`src/rtl/ktg_pkg.sv`:
```
// Package: register map, reset values and timing constants of the key-click tone generator
package ktg_pkg;
   localparam logic [6:0] REG_LEFT_GAIN = 7'h47;
   localparam logic [6:0] REG_RIGHT_GAIN = 7'h48;
   localparam logic [6:0] REG_LEN_HIGH = 7'h49;
   localparam logic [6:0] REG_LEN_MID = 7'h4A;
   localparam logic [6:0] REG_LEN_LOW = 7'h4B;
   localparam logic [6:0] REG_SIN_HIGH = 7'h4C;
   localparam logic [6:0] REG_SIN_LOW = 7'h4D;
   localparam logic [6:0] REG_COS_HIGH = 7'h4E;
   localparam logic [6:0] REG_COS_LOW = 7'h4F;
   localparam logic [7:0] RST_GAIN = 8'h00;
   localparam logic [7:0] RST_LEN_HIGH = 8'h00;
   localparam logic [7:0] RST_LEN_MID = 8'h00;
   localparam logic [7:0] RST_LEN_LOW = 8'hEE;
   localparam logic [7:0] RST_SIN_HIGH = 8'h10;
   localparam logic [7:0] RST_SIN_LOW = 8'hD8;
   localparam logic [7:0] RST_COS_HIGH = 8'h7E;
   localparam logic [7:0] RST_COS_LOW = 8'hE3;
   localparam int ENABLE_BIT = 7;
   localparam int GAIN_MSB = 5;
   localparam int MASTER_LSB = 6;
   localparam logic [5:0] GAIN_MAX_ATTEN = 6'h3F;
   localparam int CLK_MHZ = 125;
   localparam int ROM_LOAD_US = 100;
   localparam int ROM_LOAD_CYCLES = ROM_LOAD_US * CLK_MHZ;
   localparam int BIQUAD_WORDS = 32;
   localparam logic [23:0] ALLPASS_UNITY = 24'h7FFFFF;
endpackage : ktg_pkg

```
`src/rtl/ktg_skid_buf.sv`:
```
// Two-entry valid/ready buffer in the mixed sample path
`timescale 1ns/100ps
`default_nettype none
module ktg_skid_buf #(
   parameter int WIDTH = 16
) (
   input wire logic core_clk_i,
   input wire logic resetn_i,
   input wire logic in_valid_i,
   output logic in_ready_o,
   input wire logic [WIDTH-1:0] in_data_i,
   output logic out_valid_o,
   input wire logic out_ready_i,
   output logic [WIDTH-1:0] out_data_o
);
   logic [WIDTH-1:0] mem [2];
   logic [1:0] count;
   logic wr_ptr;
   logic rd_ptr;
   logic push;
   logic pop;

   assign push = in_valid_i && in_ready_o;
   assign pop = out_valid_o && out_ready_i;
   assign in_ready_o = (count != 2'h2);
   assign out_valid_o = (count != 2'h0);
   assign out_data_o = mem[rd_ptr];

   always_ff @(posedge core_clk_i or negedge resetn_i) begin
      if (!resetn_i) begin
         count <= 2'h0;
         wr_ptr <= 1'b0;
         rd_ptr <= 1'b0;
      end else begin
         if (push) begin
            wr_ptr <= ~wr_ptr;
         end
         if (pop) begin
            rd_ptr <= ~rd_ptr;
         end
         count <= count + {1'b0, push} - {1'b0, pop};
      end
   end

   always_ff @(posedge core_clk_i) begin
      if (push) begin
         mem[wr_ptr] <= in_data_i;
      end
   end
endmodule : ktg_skid_buf
`default_nettype wire

```
`src/rtl/ktg_tone_gen.sv`:
```
// Key-click tone generator: registers, sine oscillator, volume, mixer, coefficient boot load
// Function
// Generate a digital sine tone in the playback path and send it to DAC.
// Sine coefficient is 16 bits: register 76 upper byte, 77 lower byte.
// Cosine coefficient is 16 bits: register 78 upper byte, 79 lower byte.
// Burst length is 24 bits from registers 73, 74, 75; one step per sample.
// Any length up to 24-bit maximum; burst lasts exactly that many samples.
// Reset defaults: length 00 00 EE, sine 10 D8, cosine 7E E3.
// Each channel gain is 6 bits, +2 dB down to -61 dB, 1 dB steps; code spans about 0 dB to -63 dB and applies only the left gain.
// Left gain in bits 5..0 of register 71, right in 5..0 of 72.
// Master tone volume sits in bits 7..6 of register 72.
// Tone volumes reset to +2 dB, the loudest setting; code resets to code 0, about 0 dB.
// Tone is added after playback volume, so playback volume leaves it unchanged.
// Host picks tone frequency below a quarter of the sample rate.
// Host zeroes unused upper bits of coefficient registers.
// Host zeroes unused upper bits of length registers.
// Host mutes, stops divider, sets enable, restarts divider, unmutes to insert tone.
// System must not derive serial audio clocks from the stoppable DAC clocks.
// After hardware or software reset copy all-pass coefficients into filter RAM.
// Host leaves coefficient pages alone for 100 us after reset.
// Host loads all filter coefficients before powering the DAC.
// When length expires clear enable and stop adding tone samples.
`timescale 1ns/100ps
`default_nettype none
module ktg_tone_gen #(
   parameter int SAMPLE_W = 16,
   parameter int LOAD_CYCLES = ktg_pkg::ROM_LOAD_CYCLES
) (
   input wire logic core_clk_i,
   input wire logic resetn_i,
   input wire logic soft_reset_i,
   input wire logic reg_wr_i,
   input wire logic [6:0] reg_addr_i,
   input wire logic [7:0] reg_wdata_i,
   output logic [7:0] reg_rdata_o,
   input wire logic sample_tick_i,
   input wire logic [SAMPLE_W-1:0] play_data_i,
   output logic [SAMPLE_W-1:0] dac_data_o,
   output logic dac_valid_o,
   input wire logic dac_ready_i,
   output logic tone_active_o,
   output logic coef_we_o,
   output logic [4:0] coef_addr_o,
   output logic [23:0] coef_data_o,
   output logic coef_busy_o
);
   import ktg_pkg::*;

   typedef enum logic [1:0] {KTG_IDLE, KTG_LOAD, KTG_DONE} ktg_load_e;

   logic [7:0] tone_left_gain_ctrl;
   logic [7:0] tone_right_gain_ctrl;
   logic [7:0] tone_length_high;
   logic [7:0] tone_length_mid;
   logic [7:0] tone_length_low;
   logic [7:0] tone_sine_high;
   logic [7:0] tone_sine_low;
   logic [7:0] tone_cosine_high;
   logic [7:0] tone_cosine_low;
   logic [23:0] remain;
   logic signed [17:0] osc_cur;
   logic signed [17:0] osc_prev;
   logic signed [SAMPLE_W-1:0] mixed;
   logic mix_valid;
   logic mix_ready;
   logic buf_valid;
   logic [SAMPLE_W-1:0] buf_data;
   logic burst_end;
   logic [7:0] next_rdata;
   ktg_load_e load_state;
   logic [16:0] load_cnt;
   logic [4:0] load_addr;

   // Gain code n attenuates by about n dB; approximate by 6 dB shifts plus fine step table
   function automatic logic signed [17:0] apply_gain(input logic signed [17:0] s,
                                                     input logic [5:0] code);
      logic [5:0] att;
      logic signed [35:0] prod;
      logic [15:0] frac;
      att = code;
      case (att % 6'd6)
         6'd0: frac = 16'hFEC9;
         6'd1: frac = 16'hE314;
         6'd2: frac = 16'hCA62;
         6'd3: frac = 16'hB460;
         6'd4: frac = 16'hA0C2;
         default: frac = 16'h8F3D;
      endcase
      prod = (s * $signed({2'b00, frac})) >>> 16;
      apply_gain = 18'(prod >>> (att / 6'd6));
   endfunction : apply_gain

   function automatic logic signed [SAMPLE_W-1:0] sat(input logic signed [SAMPLE_W+1:0] v);
      if (v > $signed((SAMPLE_W+2)'({1'b0, {(SAMPLE_W-1){1'b1}}}))) begin
         sat = {1'b0, {(SAMPLE_W-1){1'b1}}};
      end else if (v < -$signed((SAMPLE_W+2)'({1'b0, {(SAMPLE_W-1){1'b1}}}))) begin
         sat = {1'b1, {(SAMPLE_W-1){1'b0}}};
      end else begin
         sat = v[SAMPLE_W-1:0];
      end
   endfunction : sat

   ////////////////////////////////////////////////////////////////////////////
   // Register file
   assign burst_end = tone_active_o && sample_tick_i && mix_ready && (remain == 24'h000001);

   always_ff @(posedge core_clk_i or negedge resetn_i) begin
      if (!resetn_i) begin
         tone_left_gain_ctrl <= RST_GAIN;
         tone_right_gain_ctrl <= RST_GAIN;
         tone_length_high <= RST_LEN_HIGH;
         tone_length_mid <= RST_LEN_MID;
         tone_length_low <= RST_LEN_LOW;
         tone_sine_high <= RST_SIN_HIGH;
         tone_sine_low <= RST_SIN_LOW;
         tone_cosine_high <= RST_COS_HIGH;
         tone_cosine_low <= RST_COS_LOW;
      end else if (soft_reset_i) begin
         tone_left_gain_ctrl <= RST_GAIN;
         tone_right_gain_ctrl <= RST_GAIN;
         tone_length_high <= RST_LEN_HIGH;
         tone_length_mid <= RST_LEN_MID;
         tone_length_low <= RST_LEN_LOW;
         tone_sine_high <= RST_SIN_HIGH;
         tone_sine_low <= RST_SIN_LOW;
         tone_cosine_high <= RST_COS_HIGH;
         tone_cosine_low <= RST_COS_LOW;
      end else begin
         if (reg_wr_i) begin
            case (reg_addr_i)
               REG_LEFT_GAIN: tone_left_gain_ctrl <= reg_wdata_i;
               REG_RIGHT_GAIN: tone_right_gain_ctrl <= reg_wdata_i;
               REG_LEN_HIGH: tone_length_high <= reg_wdata_i;
               REG_LEN_MID: tone_length_mid <= reg_wdata_i;
               REG_LEN_LOW: tone_length_low <= reg_wdata_i;
               REG_SIN_HIGH: tone_sine_high <= reg_wdata_i;
               REG_SIN_LOW: tone_sine_low <= reg_wdata_i;
               REG_COS_HIGH: tone_cosine_high <= reg_wdata_i;
               REG_COS_LOW: tone_cosine_low <= reg_wdata_i;
               default: ;
            endcase
         end
         // A host write of the enable in the same cycle wins over the hardware clear
         if (burst_end && !(reg_wr_i && reg_addr_i == REG_LEFT_GAIN)) begin
            tone_left_gain_ctrl[ENABLE_BIT] <= 1'b0;
         end
      end
   end

   always_comb begin
      case (reg_addr_i)
         REG_LEFT_GAIN: next_rdata = tone_left_gain_ctrl;
         REG_RIGHT_GAIN: next_rdata = tone_right_gain_ctrl;
         REG_LEN_HIGH: next_rdata = tone_length_high;
         REG_LEN_MID: next_rdata = tone_length_mid;
         REG_LEN_LOW: next_rdata = tone_length_low;
         REG_SIN_HIGH: next_rdata = tone_sine_high;
         REG_SIN_LOW: next_rdata = tone_sine_low;
         REG_COS_HIGH: next_rdata = tone_cosine_high;
         REG_COS_LOW: next_rdata = tone_cosine_low;
         default: next_rdata = 8'h00;
      endcase
   end

   always_ff @(posedge core_clk_i or negedge resetn_i) begin
      if (!resetn_i) begin
         reg_rdata_o <= 8'h00;
      end else begin
         reg_rdata_o <= next_rdata;
      end
   end

   ////////////////////////////////////////////////////////////////////////////
   // Burst counter and oscillator, one step per accepted sample
   always_ff @(posedge core_clk_i or negedge resetn_i) begin
      if (!resetn_i) begin
         tone_active_o <= 1'b0;
         remain <= 24'h000000;
         osc_cur <= 18'sh00000;
         osc_prev <= 18'sh00000;
      end else if (soft_reset_i) begin
         tone_active_o <= 1'b0;
         remain <= 24'h000000;
      end else if (!tone_active_o) begin
         // Start on enable; a zero length plays nothing
         if (tone_left_gain_ctrl[ENABLE_BIT] &&
             {tone_length_high, tone_length_mid, tone_length_low} != 24'h000000) begin
            tone_active_o <= 1'b1;
            remain <= {tone_length_high, tone_length_mid, tone_length_low};
            osc_cur <= 18'sh00000;
            osc_prev <= -$signed({2'b00, tone_sine_high, tone_sine_low});
         end
      end else if (sample_tick_i && mix_ready) begin
         // Recursive oscillator: y[n] = 2*cos*y[n-1] - y[n-2], coefficients in Q15
         osc_prev <= osc_cur;
         // Product is formed at full width; an 18-bit product would wrap whenever the sample is more than a few counts from zero
         osc_cur <= 18'((($signed({20'h00000, tone_cosine_high, tone_cosine_low}) *
                    36'(osc_cur)) >>> 14) - osc_prev);
         remain <= remain - 24'h000001;
         if (remain == 24'h000001) begin
            tone_active_o <= 1'b0;
         end
      end
   end

   ////////////////////////////////////////////////////////////////////////////
   // Volume and mixer; left and master gains combined for the mono path
   always_ff @(posedge core_clk_i or negedge resetn_i) begin
      if (!resetn_i) begin
         mixed <= '0;
         mix_valid <= 1'b0;
      end else if (sample_tick_i && mix_ready) begin
         // Playback arrives already scaled, so the tone level is independent of it
         if (tone_active_o) begin
            mixed <= sat((SAMPLE_W+2)'($signed(play_data_i)) +
               (SAMPLE_W+2)'(apply_gain(apply_gain(osc_cur,
                  tone_left_gain_ctrl[GAIN_MSB:0]),
                  6'(tone_right_gain_ctrl[7:MASTER_LSB] * 6'd6)) >>> (18 - SAMPLE_W)));
         end else begin
            mixed <= play_data_i;
         end
         mix_valid <= 1'b1;
      end else begin
         mix_valid <= 1'b0;
      end
   end

   ktg_skid_buf #(.WIDTH(SAMPLE_W)) u_buf (
      .core_clk_i(core_clk_i),
      .resetn_i(resetn_i),
      .in_valid_i(mix_valid),
      .in_ready_o(mix_ready),
      .in_data_i(mixed),
      .out_valid_o(buf_valid),
      .out_ready_i(!dac_valid_o || dac_ready_i),
      .out_data_o(buf_data)
   );

   always_ff @(posedge core_clk_i or negedge resetn_i) begin
      if (!resetn_i) begin
         dac_valid_o <= 1'b0;
         dac_data_o <= '0;
      end else if (!dac_valid_o || dac_ready_i) begin
         dac_valid_o <= buf_valid;
         dac_data_o <= buf_data;
      end
   end

   ////////////////////////////////////////////////////////////////////////////
   // Boot load of all-pass coefficients into filter RAM
   always_ff @(posedge core_clk_i or negedge resetn_i) begin
      if (!resetn_i) begin
         load_state <= KTG_IDLE;
         load_cnt <= '0;
         load_addr <= '0;
         coef_we_o <= 1'b0;
         coef_addr_o <= '0;
         coef_data_o <= '0;
         coef_busy_o <= 1'b1;
      end else if (soft_reset_i) begin
         load_state <= KTG_IDLE;
         coef_we_o <= 1'b0;
         coef_busy_o <= 1'b1;
      end else begin
         case (load_state)
            KTG_IDLE: begin
               load_cnt <= '0;
               load_addr <= '0;
               coef_busy_o <= 1'b1;
               load_state <= KTG_LOAD;
            end
            KTG_LOAD: begin
               load_cnt <= load_cnt + 17'h00001;
               coef_we_o <= (load_cnt < 17'(BIQUAD_WORDS));
               coef_addr_o <= load_addr;
               // All-pass biquad: unity b0, other taps zero
               coef_data_o <= (load_addr % 5'd5 == 5'd0) ? ALLPASS_UNITY : 24'h000000;
               if (load_cnt < 17'(BIQUAD_WORDS)) begin
                  load_addr <= load_addr + 5'h01;
               end
               if (load_cnt >= 17'(LOAD_CYCLES - 1)) begin
                  coef_busy_o <= 1'b0;
                  load_state <= KTG_DONE;
               end
            end
            KTG_DONE: begin
               coef_we_o <= 1'b0;
               coef_busy_o <= 1'b0;
            end
            default: load_state <= KTG_IDLE;
         endcase
      end
   end
endmodule : ktg_tone_gen
`default_nettype wire

```
`config.mk`:
```
export PLATFORM = sky130hd
export DESIGN_NAME = ktg_tone_gen
export DESIGN_NICKNAME = d
export VERILOG_FILES = /design/src/rtl/ktg_pkg.sv /design/src/rtl/ktg_skid_buf.sv /design/src/rtl/ktg_tone_gen.sv
export SDC_FILE = /design/constraint.sdc
export NUM_CORES = 2
export LEC_CHECK = 0
export BUFFER_PORTS_ARGS = -buffer_cell sky130_fd_sc_hd__buf_2
export CORE_ASPECT_RATIO = 0.75
export CORE_MARGIN = 2
export CORE_UTILIZATION = 50
export CTS_BUF_LIST = sky130_fd_sc_hd__clkbuf_4 sky130_fd_sc_hd__clkbuf_8
export DETAILED_ROUTE_END_ITERATION = 6
export PLACE_DENSITY_LB_ADDON = 0.1
export SLEW_MARGIN = 10
export SYNTH_ARGS = -nofsm -noshare
export SYNTH_HDL_FRONTEND = slang
export SYNTH_SLANG_ARGS = --single-unit
```
`constraint.sdc`:
```
create_clock -name core_clk_i -period 16.28 [get_ports core_clk_i]
set_input_delay 3.256 -clock core_clk_i [delete_from_list [all_inputs] [get_ports core_clk_i]]
set_output_delay 3.256 -clock core_clk_i [all_outputs]
set_load 0.05 [all_outputs]
```
Yosys cells after proc, flatten, opt, wreduce, memory -nomap -nowiden:

Memory sizes are Yosys's and may differ from the RTL's. A register that Yosys moved wholly into a read port is not among the register bits.
Index checks and enable logic that the tools add are counted.

* bits in writable memories: 32
* memories kept: 1
* flip-flop bits (word level): 218

* bitwise operators: 3
* reductions and logical operators: 53
* div/mod/pow operators: 5
* add/sub/neg operators: 8
* eq/ne operators: 26
* multipliers: 4
* shift-type cells: 2
* mux-type cells: 68
* order comparisons: 4

Memory list
* u_buf.mem: words 2, bits a word 16, read ports 1, clocked after memory_dff 1, wr ports 1, line ktg_skid_buf.sv:16 `logic [WIDTH-1:0] mem [2];`

Operator list (count)
* 8-bit 2-to-1 mux: 27
* 15-bit one-hot mux with 5 select lines: 2
* 16-bit 2-to-1 mux: 7
* 18-bit 2-to-1 mux: 6
* 24-bit 2-to-1 mux: 4
* 8-bit one-hot mux with 9 select lines: 1
* 18-bit by 17-bit multiplier with 35-bit output: 2
* 7-bit == test, second input constant: 9
* 19-bit by 6-bit >>> shifter with 18-bit output: 2
* 17-bit one-hot mux with 2 select lines: 1
* 17-bit by 18-bit multiplier with 32-bit output: 1
* 2-bit AND reduction: 15
* 2-bit nonzero test: 13
* 24-bit by 1-bit == test with 1-bit output, second input constant: 1
* 6-bit by 2-bit == test with 1-bit output, second input constant: 4
* 24-bit nonzero test: 1
* 24-bit by 1-bit subtractor with 24-bit output, second input constant: 1
* 23-bit 2-to-1 mux: 1
* 16-bit negator with 18-bit output: 1
* 18-bit subtractor: 1
* 16-bit by 16-bit adder with 17-bit output: 1
* 17-bit by 1-bit adder with 17-bit output, second input constant: 1
* 17-bit by 14-bit greater-or-equal comparator with 1-bit output, second input constant: 1
* 17-bit by 16-bit > comparator with 1-bit output, second input constant: 1
* 36 further kinds: 69

Depth between registers and ports, before layout:

* depth after elaboration: 14
* depth in mapped cells: 78
* mapped depth without buffers: 72

Modules after synthesis:

A second synthesis with hierarchy kept.

* cell total of the unflattened synthesis: 5047
* area total of the unflattened synthesis: 45767.6 um^2

Modules (own cells, without submodules)
* ktg_tone_gen: seq. area each 5208.7 um^2, cells an instance 4980, times used 1, area an instance 44405.1 um^2
* ktg_skid_buf: seq. area each 1061.0 um^2, cells an instance 67, times used 1, area an instance 1362.6 um^2

Worst setup path after synthesis:

Ideal clock, no wire load.

* kind: register -> register
* start point: reg tone_left_gain_ctrl[3]
* end point: reg mixed[3]
* stages on the path, launching flop included: 70
* path slack: -1274 ps
* arrival time: 17412 ps
* buffers on the path: 7
* required time: 16138 ps
* period minus slack after synthesis: 17554 ps
* cell sequence: dfrtp_1 -> buf_2 -> clkbuf_1 -> clkbuf_1 -> o21ai_0 -> nor2_1 -> a21oi_1 -> ha_1 -> inv_1 -> a32oi_1 -> o21ai_0 -> a211oi_2 -> a21o_1 -> nor2_1 -> clkbuf_1 -> nor2b_1 -> fa_1 -> fa_1 -> [34 not listed] -> or2_2 -> or3_1 -> a21o_1 -> o211ai_1 -> nor2_1 -> o31a_1 -> ha_1 -> nor2b_1 -> o21ai_0 -> a21oi_1 -> o311a_1 -> o21ai_0 -> o211ai_1 -> a31o_2 -> o21ai_0 -> a31o_2 -> buf_2 -> o221ai_1

* longest elaborated chain between the ends: 14
* elaborated cells on any way between the ends: 20
* classes of those cells: add/sub (1); mul (2); div (2); order compare (2); eq/ne (4); shift (2); mux (6); reduce/logical (1)

RTL lines
* start: declaration: line ktg_tone_gen.sv:51 `logic [7:0] tone_left_gain_ctrl;`
* start signal: assignment: line ktg_tone_gen.sv:131 `REG_LEFT_GAIN: tone_left_gain_ctrl <= reg_wdata_i;`
* 6-bit by 3-bit modulo with 6-bit output: line ktg_tone_gen.sv:81 `case (att % 6'd6)`
* 6-bit by 3-bit == test with 1-bit output, or another cell as far along: line ktg_tone_gen.sv:81
* 15-bit one-hot mux with 5 select lines: line ktg_tone_gen.sv:81
* 16-bit 2-to-1 mux: line ktg_tone_gen.sv:214 `if (tone_active_o) begin`
* 16-bit 2-to-1 mux: line ktg_tone_gen.sv:212 `end else if (sample_tick_i && mix_ready) begin`
* 18-bit by 17-bit multiplier with 35-bit output: line ktg_tone_gen.sv:89 `prod = (s * $signed({2'b00, frac})) >>> 16;`
* 19-bit by 6-bit >>> shifter with 18-bit output (*): line ktg_tone_gen.sv:90 `apply_gain = 18'(prod >>> (att / 6'd6));`
* 18-bit by 17-bit multiplier with 35-bit output (*): line ktg_tone_gen.sv:89
* 19-bit by 6-bit >>> shifter with 18-bit output (*): line ktg_tone_gen.sv:90
* 16-bit by 16-bit adder with 17-bit output (*): line ktg_tone_gen.sv:215 `mixed <= sat((SAMPLE_W+2)'($signed(play_data_i)) +`
* 17-bit by 16-bit < comparator with 1-bit output: line ktg_tone_gen.sv:96 `end else if (v < -$signed((SAMPLE_W+2)'({1'b0, {(SAMPLE_W-1){1'b1}}}))) begin`
* 16-bit 2-to-1 mux: line ktg_tone_gen.sv:96
* 16-bit 2-to-1 mux (*): line ktg_tone_gen.sv:94 `if (v > $signed((SAMPLE_W+2)'({1'b0, {(SAMPLE_W-1){1'b1}}}))) begin`
* 16-bit 2-to-1 mux (*): line ktg_tone_gen.sv:214
* end signal: assignment: line ktg_tone_gen.sv:215
* end signal: assignment: line ktg_tone_gen.sv:220 `mixed <= play_data_i;`
* end: declaration: line ktg_tone_gen.sv:63 `logic signed [SAMPLE_W-1:0] mixed;`

Every way passes the cells marked *; elsewhere a longest branch is shown, timed or not. The select of a mux whose other input is x is not followed.
A chain may end at the register's enable or synchronous reset.

Worst setup path in the final report:

* start point: reg tone_left_gain_ctrl[5]
* end point: reg mixed[3]

Same word-level chain as after synthesis.

==> out/metrics.csv <==
metric;value;unit
Hold Path Class;flop to flop;
part of the Yosys area used for sequential elements;0.134;
clock sink count;243;
worst setup path startpoint;tone_left_gain_ctrl[5];
first-pass GRT wire length;221000;um
TritonCTS clock tree;built;
CP Buf/Inv Count;13;
die area;96300;um2
clock root buffer;clkbuf_8;
worst clock skew;0.0343;ns
maximum clock frequency;0.0597;GHz
largest net degree at the start of global routing;94;
total gr overflow;0;
number of DRC markers in iteration 0;3045;
worst reg2reg path depth;69;
Non-Filler Instances;7042;
Tmin final;16.75;ns
synth unique cells;105;
slowest CP cell;fa_1;
RR Endpoint;mixed[3];
Avg Inst Size Synth;8.96;um2
Slew HR;0.234;
Startpoint Class;flop;
ranking of synthesized cells by area;fa_1, dfrtp_1, inv_1;
crit path kind;flop to flop;
RSZ-0062 raised after global routing;true;
routed length per instance;19.1;um
critical path depth;69;
layout cells sized above 1;0.229;
worst slew pin tran;1.15;ns
top_reg_cell synth;dfrtp_1;
initial core utilization;0.503;
Synth warnings;0;
Area Overhead vs Synth;20.3;%
Die Ht;269;um
vias post-DR;38100;
Critical Path AT;17.18;ns
Clk Latency, worst-skew pair;0.61;ns
Core Util, Final;0.605;
WL final;134000;um
Vias/cell;5.42;
end of the critical path;mixed[3];
Rows;97;
Layout Nets;6964;
htree depth;2;
initial antenna violation count;6;
CP Capture Type;flop;
CP top delay family;adder cells;
setup slack after layout;-0.475;ns
Clock Tree Buf Depth;3;
Post-CTS Hold Buffers;0;
critical path's most frequent cell;fa_1;
Fill cells;8308;
Post-synth top cells;inv_1, fa_1, nand2_1;
final RePlAce weighted congestion;0.918;
CTS clk-pin slew, worst paths;0.06;ns
Final Hold Viols;0;
die outline width;358;um
Cells after Synth;5237;
Required @ worst endpoint;16.71;ns
area leader, netlist;fa_1;
outcome;finished, violations left;
CP Max Fanout;7;
Max Slew Vio Count;0;
failing checks;setup timing;
DRC;0;
Synth async-reset ratio;0.868;
Max-cap violations;0;
flop2flop setup slack;-0.47;ns
Inst Count DP;6838;
HPWL after DPL;106000;um
Seq cells post-synth;243;
Final Cycle Share;1.03;
PortBufs;92;
Yosys top cell area share;0.363;
DRT Pass-1 Iters;6;
Final ANT Viol Nets;0;
Post-synth EDFFs;32;
I/O pin total;94;
CORE AREA;93200;um2
most numerous cell in the Yosys netlist;inv_1;
worst r2r src;tone_left_gain_ctrl[5];
Final Setup Violations;16;
cts bufs inserted;43;
worst stage delay on the critical path;0.60;ns
Mapped Area;46900;um2
vias in the first global route;39700;
Overall Global Routing Usage;0.290;
registers in the layout, summed over array words and instances, names as in the netlist, 5 cells and up:
| signal | cells |
|---|---|
| tone_right_gain_ctrl | 8 |
| load_cnt | 17 |
| tone_cosine_high | 8 |
| coef_addr_o | 5 |
| tone_length_low | 8 |
| u_buf.mem | 32 |
| tone_sine_high | 8 |
| remain | 24 |
| mixed | 16 |
| osc_prev | 18 |
| osc_cur | 18 |
| tone_length_mid | 8 |
| tone_left_gain_ctrl | 8 |
| dac_data_o | 16 |
| tone_sine_low | 8 |
| load_addr | 5 |
| reg_rdata_o | 8 |
| tone_length_high | 8 |
| tone_cosine_low | 8 |
worst register-to-register path: cells and delay by family (launching register included):
| family | cells | cell delay, ns |
|---|---|---|
| adder cells (fa/ha/maj) | 16 | 7.21 |
| AO/OA/AOI/OAI | 24 | 5.25 |
| AND/OR/NAND/NOR | 15 | 2.11 |
| buffers and inverters | 13 | 1.41 |
| flip-flops | 1 | 0.44 |
| XOR/XNOR | 1 | 0.13 |
what timing repair did:
action / CTS / global route
resized for setup: 419 / 105
buffers inserted: 97 / 27
cloned: 3 / 0
pin swaps: 250 / 108
endpoints found under the setup margin: 16 / 16
through the flow:
step	hold WS, ns	setup TNS (ns)	worst slack (ns)	area (um2)
floorplan	0.439	0	0.00476	47100
global placement	0.455	-10.73	-0.800	52100
detailed placement	0.458	-14.34	-1.00	52100
CTS	0.472	-2.00	-0.204	55700
global route	0.488	-15.73	-1.07	56400
finish	0.469	-6.17	-0.475	56400
cells in the final DEF (no fill, tap or decap), types with 32 or more instances in the layout:
master / synthesis / routed
and2_1: 243 / 234
o21ai_0: 150 / 112
inv_1: 1082 / 1051
xnor2_1: 67 / 62
xor2_1: 52 / 49
inv_2: 2 / 33
a21oi_2: 1 / 34
a211oi_1: 51 / 40
mux2i_1: 70 / 65
a21oi_1: 188 / 148
buf_2: 22 / 90
dfrtp_1: 188 / 186
fa_2: 0 / 38
fa_1: 850 / 812
buf_6: 3 / 53
ha_1: 308 / 262
ha_4: 0 / 36
nor3_1: 83 / 62
buf_4: 23 / 602
nand2_1: 556 / 529
nand2b_1: 43 / 39
nor2_1: 294 / 279
clkbuf_8: 0 / 56
nand3_1: 70 / 62
nor2b_1: 48 / 43
edfxtp_1: 32 / 32
layer usage:
metal / global-route usage / wire length (um)
met1: 0.448 / 63800
met2: 0.414 / 56200
met3: 0.0780 / 12400
met4: 0.0456 / 2140
met5: 0 / 0
final cells by class:
class                      instances  area [um2]  share of cell area
multi-input combinational       3634       37700               0.668
sequential                       243        6270               0.111
timing repair buffer             760        5860               0.104
inverter                        1087        4080              0.0723
tap                             1237        1550              0.0274
clock buffer                      65         838              0.0149
clock inverter                    13         126             0.00224
antenna                            3        7.51            0.000133
logic make-up after synthesis:
kind of cell | Yosys count | share of synthesized area
buffers and inverters | 1364 | 0.112
multiplexers | 99 | 0.0260
AO/OA/AOI/OAI | 721 | 0.103
flip-flops | 243 | 0.134
XOR/XNOR | 121 | 0.0232
adder cells (fa/ha/maj) | 1159 | 0.445
AND/OR/NAND/NOR | 1529 | 0.157
other | 1 | 0.0000799
how the worst min path moves through the flow:
| stage | end | slack [ns] | from | cells past startpoint |
|---|---|---|---|---|
| finish | dac_data_o[11] | 0.47 | dac_data_o[11] | 2 |
| global route | u_buf.mem[0][14] | 0.49 | mixed[14] | 0 |
| CTS | u_buf.mem[0][3] | 0.47 | mixed[3] | 0 |
| detailed placement | u_buf.mem[1][3] | 0.46 | mixed[3] | 0 |
| global placement | u_buf.mem[0][14] | 0.46 | mixed[14] | 0 |
| floorplan | reg_rdata_o[6] | 0.44 | tone_left_gain_ctrl[6] | 2 |
Power is not shown: default switching activity piles up to over one toggle a cycle in this logic, so the estimate is an artifact.
